**src/watchdog_map.vh**
```
// Register offsets, field positions, reset values and timing counts of the watchdog
`ifndef WATCHDOG_MAP_VH
`define WATCHDOG_MAP_VH
// Control register index (printed offset) and its byte address
`define WDOG_CTRL_INDEX 8'h8F
`define WDOG_CTRL_ADDR 10'h23C
// Interrupt status and mask registers
`define WDOG_STAT_ADDR 10'h240
`define WDOG_MASK_ADDR 10'h244
// Live counter readback
`define WDOG_COUNT_ADDR 10'h248
// Control field positions
`define WDOG_ENABLE_BIT 7
`define WDOG_RESTART_BIT 6
`define WDOG_IDLE_RUN_BIT 5
`define WDOG_SEL_MSB 2
`define WDOG_SEL_LSB 0
// Status field positions
`define WDOG_ST_TIMEOUT 0
`define WDOG_ST_RESTART 1
// Reset values
`define WDOG_CTRL_RESET 8'h00
`define WDOG_MASK_RESET 2'h0
// Counter geometry and clocks per instruction cycle
`define WDOG_COUNT_BITS 14
`define WDOG_PRESCALE_BITS 8
`define WDOG_CLKS_PER_TICK 12
`define WDOG_CYC_BITS 4
// Length of the system reset pulse in clocks
`define WDOG_RESET_PULSE 8'h10
`endif

```
**src/prescale_divider.v**
```verilog
// Prescaler counter with a selectable tap, one-cycle pulse per division
module prescale_divider (
  input wire mclk, // System clock
  input wire resetn, // Asynchronous reset, active low
  input wire clear, // Synchronous clear of the divider
  input wire advance, // Count enable, one per tick
  input wire [2:0] select, // Division select code
  output reg pulse // One-cycle pulse at the selected ratio
);
`include "watchdog_map.vh"

  reg [`WDOG_PRESCALE_BITS-1:0] count; // Free-running divider chain
  reg [`WDOG_PRESCALE_BITS-1:0] last; // Terminal value for this ratio
  wire [`WDOG_PRESCALE_BITS-1:0] next_count; // Incremented value
  assign next_count = count + 8'h01;

  // Non-binary code order of the select field
  always @* begin
    case (select)
      3'h0: last = 8'h01;
      3'h2: last = 8'h03;
      3'h1: last = 8'h07;
      3'h3: last = 8'h0F;
      3'h4: last = 8'h1F;
      3'h5: last = 8'h3F;
      3'h6: last = 8'h7F;
      default: last = 8'hFF;
    endcase
  end

  // Divider chain and tap compare
  always @(posedge mclk or negedge resetn) begin
    if (!resetn) begin
      count <= 8'h00;
      pulse <= 1'b0;
    end else if (clear) begin
      count <= 8'h00;
      pulse <= 1'b0;
    end else if (advance) begin
      // A change of select mid-count may give one short or long period
      pulse <= (count >= last);
      count <= (count >= last) ? 8'h00 : next_count;
    end else begin
      pulse <= 1'b0;
    end
  end
endmodule // prescale_divider

```
**src/tick_divider.v**
```verilog
// Divides the system clock into one instruction-cycle enable pulse
module tick_divider (
  input wire mclk, // System clock
  input wire resetn, // Asynchronous reset, active low
  input wire run, // Divider runs while high
  output reg tick // One-cycle pulse every instruction cycle
);
`include "watchdog_map.vh"

  reg [`WDOG_CYC_BITS-1:0] phase; // Position within the cycle
  localparam [`WDOG_CYC_BITS-1:0] last_phase = `WDOG_CLKS_PER_TICK - 1;

  // Phase counter; stopped divider holds its phase
  always @(posedge mclk or negedge resetn) begin
    if (!resetn) begin
      phase <= 4'h0;
      tick <= 1'b0;
    end else if (run) begin
      tick <= (phase == last_phase);
      phase <= (phase == last_phase) ? 4'h0 : phase + 4'h1;
    end else begin
      tick <= 1'b0;
    end
  end
endmodule // tick_divider

```
**src/watchdog_timer.v**
```verilog
// Watchdog timer with Wishbone register access and an event interrupt
//
// The Wishbone interface to the registers was left to the implementer.
`include "watchdog_map.vh"

module watchdog_timer (
  input wire mclk, // System clock, 100 MHz
  input wire resetn, // Asynchronous system reset, active low
  input wire idle_mode, // Processor is in idle mode
  input wire wb_cyc_i, // Wishbone cycle
  input wire wb_stb_i, // Wishbone strobe
  input wire wb_we_i, // Wishbone write enable
  input wire [11:0] wb_adr_i, // Wishbone byte address
  input wire [3:0] wb_sel_i, // Wishbone byte selects
  input wire [31:0] wb_dat_i, // Wishbone write data
  output reg [31:0] wb_dat_o, // Wishbone read data
  output reg wb_ack_o, // Wishbone acknowledge
  output reg wb_err_o, // Wishbone error for unmapped addresses
  output reg system_reset, // Reset request to the system, high active
  output reg timeout_pulse, // One-cycle pulse at each time-out
  output reg irq // Level interrupt, unmasked status set
);

  // Control register fields
  reg watchdog_enable_bit; // Enable
  reg watchdog_restart_bit; // Pending restart, self clearing
  reg idle_run_enable; // Keep running in idle
  reg [2:0] prescale_select; // Ratio code
  // Interrupt status and mask
  reg [1:0] event_status; // Sticky events
  reg [1:0] event_mask; // Enables of events
  // Main counter
  reg [`WDOG_COUNT_BITS-1:0] wd_count; // 14-bit time-out counter
  reg [7:0] reset_hold; // Remaining clocks of reset pulse
  reg restart_done; // Restart applied this cycle

  wire running; // Watchdog advancing
  wire tick; // Instruction-cycle enable
  wire presc_pulse; // Selected divider output
  wire overflow; // Counter leaves all ones
  wire bus_req; // Active bus request not yet answered
  wire [9:0] word_addr; // Address without byte offset
  wire hit_ctrl; // Control register selected
  wire hit_stat; // Status register selected
  wire hit_mask; // Mask register selected
  wire hit_count; // Counter register selected
  wire mapped; // Any register selected
  wire wr_lane0; // Write to lane 0
  wire [1:0] stat_set; // Events this cycle
  wire [1:0] stat_clr; // Write-one-to-clear mask
  wire [7:0] ctrl_read; // Control register readback
  reg [31:0] next_rdata; // Read mux output

  // Running only when enabled and, in idle, allowed
  assign running = watchdog_enable_bit & (~idle_mode | idle_run_enable);

  // Overflow when the selected tap fires with counter at all ones
  assign overflow = running & presc_pulse & (&wd_count);

  // Instruction-cycle enable, 12 clocks per tick
  tick_divider u_tick (
    .mclk(mclk),
    .resetn(resetn),
    .run(running),
    .tick(tick)
  );

  // Prescaler; restart clears it along with the counter
  prescale_divider u_presc (
    .mclk(mclk),
    .resetn(resetn),
    .clear(restart_done),
    .advance(running & tick),
    .select(prescale_select),
    .pulse(presc_pulse)
  );

  // Bus decode, one register word per aligned address
  assign bus_req = wb_cyc_i & wb_stb_i & ~wb_ack_o & ~wb_err_o;
  assign word_addr = wb_adr_i[11:2];
  assign hit_ctrl = ({word_addr, 2'b00} == {2'b00, `WDOG_CTRL_ADDR});
  assign hit_stat = ({word_addr, 2'b00} == {2'b00, `WDOG_STAT_ADDR});
  assign hit_mask = ({word_addr, 2'b00} == {2'b00, `WDOG_MASK_ADDR});
  assign hit_count = ({word_addr, 2'b00} == {2'b00, `WDOG_COUNT_ADDR});
  assign mapped = hit_ctrl | hit_stat | hit_mask | hit_count;
  assign wr_lane0 = bus_req & wb_we_i & wb_sel_i[0];

  // Bits 4 and 3 read as zero
  assign ctrl_read = {watchdog_enable_bit, watchdog_restart_bit, idle_run_enable,
                      2'b00, prescale_select};

  // Read data multiplexer
  always @* begin
    next_rdata = 32'h00000000;
    if (hit_ctrl) begin
      next_rdata = {24'h000000, ctrl_read};
    end else if (hit_stat) begin
      next_rdata = {30'h00000000, event_status};
    end else if (hit_mask) begin
      next_rdata = {30'h00000000, event_mask};
    end else if (hit_count) begin
      next_rdata = {18'h00000, wd_count};
    end
  end

  // Bus answer: one wait state, ack or err, dropped the next cycle
  always @(posedge mclk or negedge resetn) begin
    if (!resetn) begin
      wb_ack_o <= 1'b0;
      wb_err_o <= 1'b0;
      wb_dat_o <= 32'h00000000;
    end else begin
      wb_ack_o <= bus_req & mapped;
      wb_err_o <= bus_req & ~mapped; // Unmapped address answered with error
      if (bus_req & ~wb_we_i & mapped) begin
        wb_dat_o <= next_rdata;
      end
    end
  end

  // Control register; reset disables the watchdog
  always @(posedge mclk or negedge resetn) begin
    if (!resetn) begin
      watchdog_enable_bit <= 1'b0;
      watchdog_restart_bit <= 1'b0;
      idle_run_enable <= 1'b0;
      prescale_select <= 3'h0;
    end else begin
      if (wr_lane0 & hit_ctrl) begin
        watchdog_enable_bit <= wb_dat_i[`WDOG_ENABLE_BIT];
        idle_run_enable <= wb_dat_i[`WDOG_IDLE_RUN_BIT];
        prescale_select <= wb_dat_i[`WDOG_SEL_MSB:`WDOG_SEL_LSB];
      end
      // A new write of one wins over the automatic clear
      if (wr_lane0 & hit_ctrl & wb_dat_i[`WDOG_RESTART_BIT]) begin
        watchdog_restart_bit <= 1'b1;
      end else if (restart_done) begin
        watchdog_restart_bit <= 1'b0;
      end
    end
  end

  // Restart lands on the next instruction-cycle boundary
  always @(posedge mclk or negedge resetn) begin
    if (!resetn) begin
      restart_done <= 1'b0;
    end else begin
      // When stopped there is no tick, so apply at once
      restart_done <= watchdog_restart_bit & ~restart_done & (tick | ~running);
    end
  end

  // Time-out counter advanced by the prescaler output
  always @(posedge mclk or negedge resetn) begin
    if (!resetn) begin
      wd_count <= 14'h0000;
    end else if (restart_done) begin
      wd_count <= 14'h0000;
    end else if (running & presc_pulse) begin
      wd_count <= wd_count + 14'h0001;
    end
  end

  // Reset request pulse after a time-out; the system reset returns on resetn
  always @(posedge mclk or negedge resetn) begin
    if (!resetn) begin
      reset_hold <= 8'h00;
      system_reset <= 1'b0;
      timeout_pulse <= 1'b0;
    end else begin
      timeout_pulse <= overflow;
      if (overflow & watchdog_enable_bit) begin
        reset_hold <= `WDOG_RESET_PULSE;
        system_reset <= 1'b1;
      end else if (reset_hold != 8'h00) begin
        reset_hold <= reset_hold - 8'h01;
        system_reset <= (reset_hold != 8'h01);
      end else begin
        system_reset <= 1'b0;
      end
    end
  end

  // Sticky events; set wins over a write-one clear
  assign stat_set = {restart_done, overflow};
  assign stat_clr = (wr_lane0 & hit_stat) ? wb_dat_i[1:0] : 2'b00;

  always @(posedge mclk or negedge resetn) begin
    if (!resetn) begin
      event_status <= 2'h0;
      event_mask <= `WDOG_MASK_RESET;
      irq <= 1'b0;
    end else begin
      event_status <= (event_status & ~stat_clr) | stat_set;
      if (wr_lane0 & hit_mask) begin
        event_mask <= wb_dat_i[1:0];
      end
      irq <= |(((event_status & ~stat_clr) | stat_set) & event_mask);
    end
  end
endmodule // watchdog_timer

```
**config.mk**
```make
export PLATFORM = sky130hd
export DESIGN_NAME = watchdog_timer
export DESIGN_NICKNAME = d
export VERILOG_FILES = /design/src/prescale_divider.v /design/src/tick_divider.v /design/src/watchdog_timer.v
export VERILOG_INCLUDE_DIRS = /design/src
export SDC_FILE = /design/constraint.sdc
export NUM_CORES = 1
export LEC_CHECK = 0
export ABC_AREA = 1
export ABC_CLOCK_PERIOD_IN_PS = 3300
export BUFFER_PORTS_ARGS = -buffer_cell sky130_fd_sc_hd__buf_2
export CAP_MARGIN = 20
export CELL_PAD_IN_SITES_DETAIL_PLACEMENT = 1
export CELL_PAD_IN_SITES_GLOBAL_PLACEMENT = 2
export CORE_UTILIZATION = 33
export CTS_BUF_LIST = sky130_fd_sc_hd__clkbuf_16
export DETAILED_ROUTE_END_ITERATION = 8
export PLACE_DENSITY_LB_ADDON = 0.1
export SYNTH_ARGS = -nofsm -noshare
export SYNTH_HDL_FRONTEND = slang
export SYNTH_HIERARCHICAL = 1
export SYNTH_SLANG_ARGS = --single-unit
```
**constraint.sdc**
```tcl
create_clock -name mclk -period 3.3 [get_ports mclk]
set_input_delay 0.66 -clock mclk [delete_from_list [all_inputs] [get_ports mclk]]
set_output_delay 0.66 -clock mclk [all_outputs]
set_load 0.01 [all_outputs]
```
==> run_results.csv <==
group,metric,value,unit
status,run_status,"finished, violations left",
status,violations,"DRC",
timing,fin_crit_sh,0.5714,
route,vias,3323,
grt,grt_overflow,0,
cells_and_area,layout.cells.non_filler,696,
power,p_leak,2.340,nW
setup_path,required,3520,ps
grt,grt_pass1_wl,16.82,mm
yosys,synth_area_leaders,"dfrtp_1, nand2_1, inv_1",
yosys,ys_types,43,
setup_path,critPathMostFrequentCell,"nand2_1",
floorplanning,die-area,12380,um^2
timing,finalCriticalPeriod,1886,ps
route,vias_per_cell,4.774,
timing,slew_headroom,0.6475,
yosys,avgSynthCellArea,7.898,um^2
timing,worst_slew_pin_slew,526.7,ps
floorplanning,rows,39,
cells_and_area,final_common_cell,"nand2_1",
clock_network,numClockSinks,66,
cells_and_area,layout-drive-gt1-share,0.1881,
yosys,yosysTopAreaCell,"dfrtp_1",
yosys,ys_seq_area_frac,0.4190,
clock_network,clk_latency,330,ps
cells_and_area,nFillCells,1454,
clock_network,clk_pin_slew_worst_paths,50,ps
route,drt_iter0_drc,94,
grt,antenna_found_initial,0,
floorplanning,start_util,0.3422,
clock_network,cts_buffers,9,
setup_path,worstSetupPathType,"input port to flop",
setup_path,cp_max_fo,7,
route,wire_per_inst,14.01,um
cells_and_area,syn2layout_area_growth,14.03,%
clock_network,cts_resized,0,
placement,dpl.cell_count,680,
yosys,netlist_instances,499,
timing,setup-tns-final,0,ps
power,powerDensity,432.8,nW/um^2
clock_network,post-cts-setup-buffers,0,
floorplanning,die_h,111.3,um
timing,drv_slew,0,
yosys,synthesis.area,3941,um^2
setup_path,reg2reg_setup_slack,1460,ps
setup_path,path_cells,"buf_2 > nand2_1 > nand2_1 > nor2_1 > nand2_1 > nor2_1 > nand2_1 > nand2_1 > nand2_1 > o21a_1",
run,max_cap_viol_count,0,
placement,gp_congestion,0.7639,
setup_path,slowest_delay,420,ps
setup_path,path_depth,10,
clock_network,cts-root-buf,"clkbuf_16",
setup_path,critPathTopFamily,"simple AND/OR/NAND/NOR gates",
route,antenna_left,0,
route,routed_wirelength,9.750,mm
setup_path,reg2reg_depth,6,
timing,rsz0062_at_grt,"no",
placement,dpl_cell_area,4240,um^2
setup_path,rr_endpoint,"prescale_select[2]",
floorplanning,dieWidth,111.3,um
clock_network,cts_buffer_depth,2,
grt,grt_max_degree,31,
yosys,synth-seq-cells,66,
yosys,yosys_warnings,6,
timing,max_freq,530.3,MHz
yosys,synth-edff-count,0,
hold_path,worstHoldPathType,"input port to asynchronous set/reset pin",
cells_and_area,diodes,0,
route,drc,6,
yosys,async_flop_share,1.000,
clock_network,ctsHtreeMaxLevel,3,
timing,setup_viol_count_final,0,
setup_path,worstReg2RegStart,"wb_ack_o",
setup_path,cp-start-kind,"input port",
placement,hpwl,7.685,mm
cells_and_area,finalInstanceArea,4494,um^2
clock_network,cts_hold_buf,0,
timing,hold_viol,0,
route,firstDrtPassIters,6,
power,peakVddDrop,211.5,uV
grt,grt_pass1_vias,3461,
setup_path,crit_path_end_kind,"flop",
setup_path,path_buf_inv,1,
setup_path,cp_slowest_cell,"nor2_1",
cells_and_area,mostFrequentLayoutCells,"nand2_1, dfrtp_1, inv_1",
timing,finalClockSkew,4.734,ps
placement,io_buffers,41,
floorplanning,design.core.area,11520,um^2
yosys,synthFlopType,"dfrtp_1",
grt,grt_usage,0.1728,
clock_network,cts_tree,"built",
yosys,synth_top_area_frac,0.4190,
cells_and_area,final_net_count,614,
setup_path,arrival,2110,ps
floorplanning,ioPinCount,91,
sequential cells by signal, indices dropped and copies added, names as in the netlist, 2 cells and up:
register	flops
wb_dat_o	14
reset_hold	8
event_mask	2
u_tick/phase	4
u_presc/count	8
prescale_select	3
wd_count	14
event_status	2
cell type report:
cell class	instances	area, um^2	share of cell area
flip-flops and latches	66	1652	0.3675
clock inverters	7	28.78	0.006403
clock buffers	9	225.2	0.05011
multi-input cells	356	1913	0.4257
well taps	143	178.9	0.03981
repair buffers	44	227.7	0.05067
inverters	71	269.0	0.05986
synth_stat cells (2+ instances only):
| cell | number |
|---|---|
| nand2_2 | 5 |
| nand3b_1 | 2 |
| nand3_4 | 4 |
| nand3_1 | 26 |
| inv_1 | 57 |
| buf_2 | 2 |
| o22ai_1 | 4 |
| nor4_1 | 2 |
| buf_6 | 2 |
| buf_4 | 18 |
| nand4_1 | 22 |
| a21oi_1 | 20 |
| nor3_2 | 3 |
| dfrtp_1 | 66 |
| ha_1 | 12 |
| nand4_4 | 2 |
| nor2_1 | 55 |
| nand2_1 | 122 |
| nor2_4 | 7 |
| o21ai_1 | 7 |
| o21ai_0 | 10 |
| nor2_2 | 6 |
| xor2_1 | 5 |
| a21oi_2 | 5 |
| inv_2 | 12 |
| nor3_1 | 5 |
| a211oi_1 | 2 |
cells by family (layout without fill, tap and decap cells):
group,after synthesis,in the layout,synth area share
muxes,1,1,0.002857
xor gates and xnor gates,6,6,0.01333
adders and majority gates,12,12,0.03809
DFF,66,66,0.4190
and+or+nand+nor,265,265,0.3324
buffers and inverters,94,131,0.1117
AOI/OAI and AO/OA,54,54,0.08159
other,1,18,0.0009515
through the flow:
step / utilization / power (mW) / hold slack, ps / worst slack, ps
after detailed placement: 0.3682 / 1.134 / 461.5 / 1046
after global routing: 0.3903 / 2.039 / 261.6 / 1196
after floorplan: - / 1.063 / 364.4 / 1597
final: 0.3903 / 1.945 / 239.8 / 1414
after CTS: 0.3903 / 1.983 / 244.0 / 1397
after global placement: 0.3682 / 1.117 / 455.0 / 1086
worst register-to-register path, delay by kind of cell (launching register included):
kind	cells	cell delay, ps
and+or+nand+nor	5	1280
DFF	1	370
AOI/OAI and AO/OA	1	60
routing by layer:
| layer | global-route usage | part of all wire | up-vias |
|---|---|---|---|
| met5 | 0 | 0 | - |
| li1 | - | - | 1667 |
| met3 | 0.03718 | 0.034 | 13 |
| met4 | 0.05676 | 0.016 | 0 |
| met1 | 0.2272 | 0.48 | 1589 |
| met2 | 0.2817 | 0.47 | 54 |
power breakdown:
part	switching, mW	internal (mW)	total, mW
combinational	0.147	0.0746	0.222
clock	0.340	0.491	0.832
sequential	0.0403	0.852	0.892
total	0.528	1.42	1.95
how the worst max path moves through the flow:
stage,startpoint,to,slack (ps)
3_5_place_dp,idle_mode,wd_count[7],1050
3_3_place_gp,idle_mode,wd_count[7],1090
4_1_cts,idle_mode,wd_count[7],1400
2_1_floorplan,wb_adr_i[7],wb_dat_o[10],1600
6_report,idle_mode,wd_count[7],1410
5_1_grt,wb_err_o,prescale_select[1],1200
(Power assumes the default switching activity.)
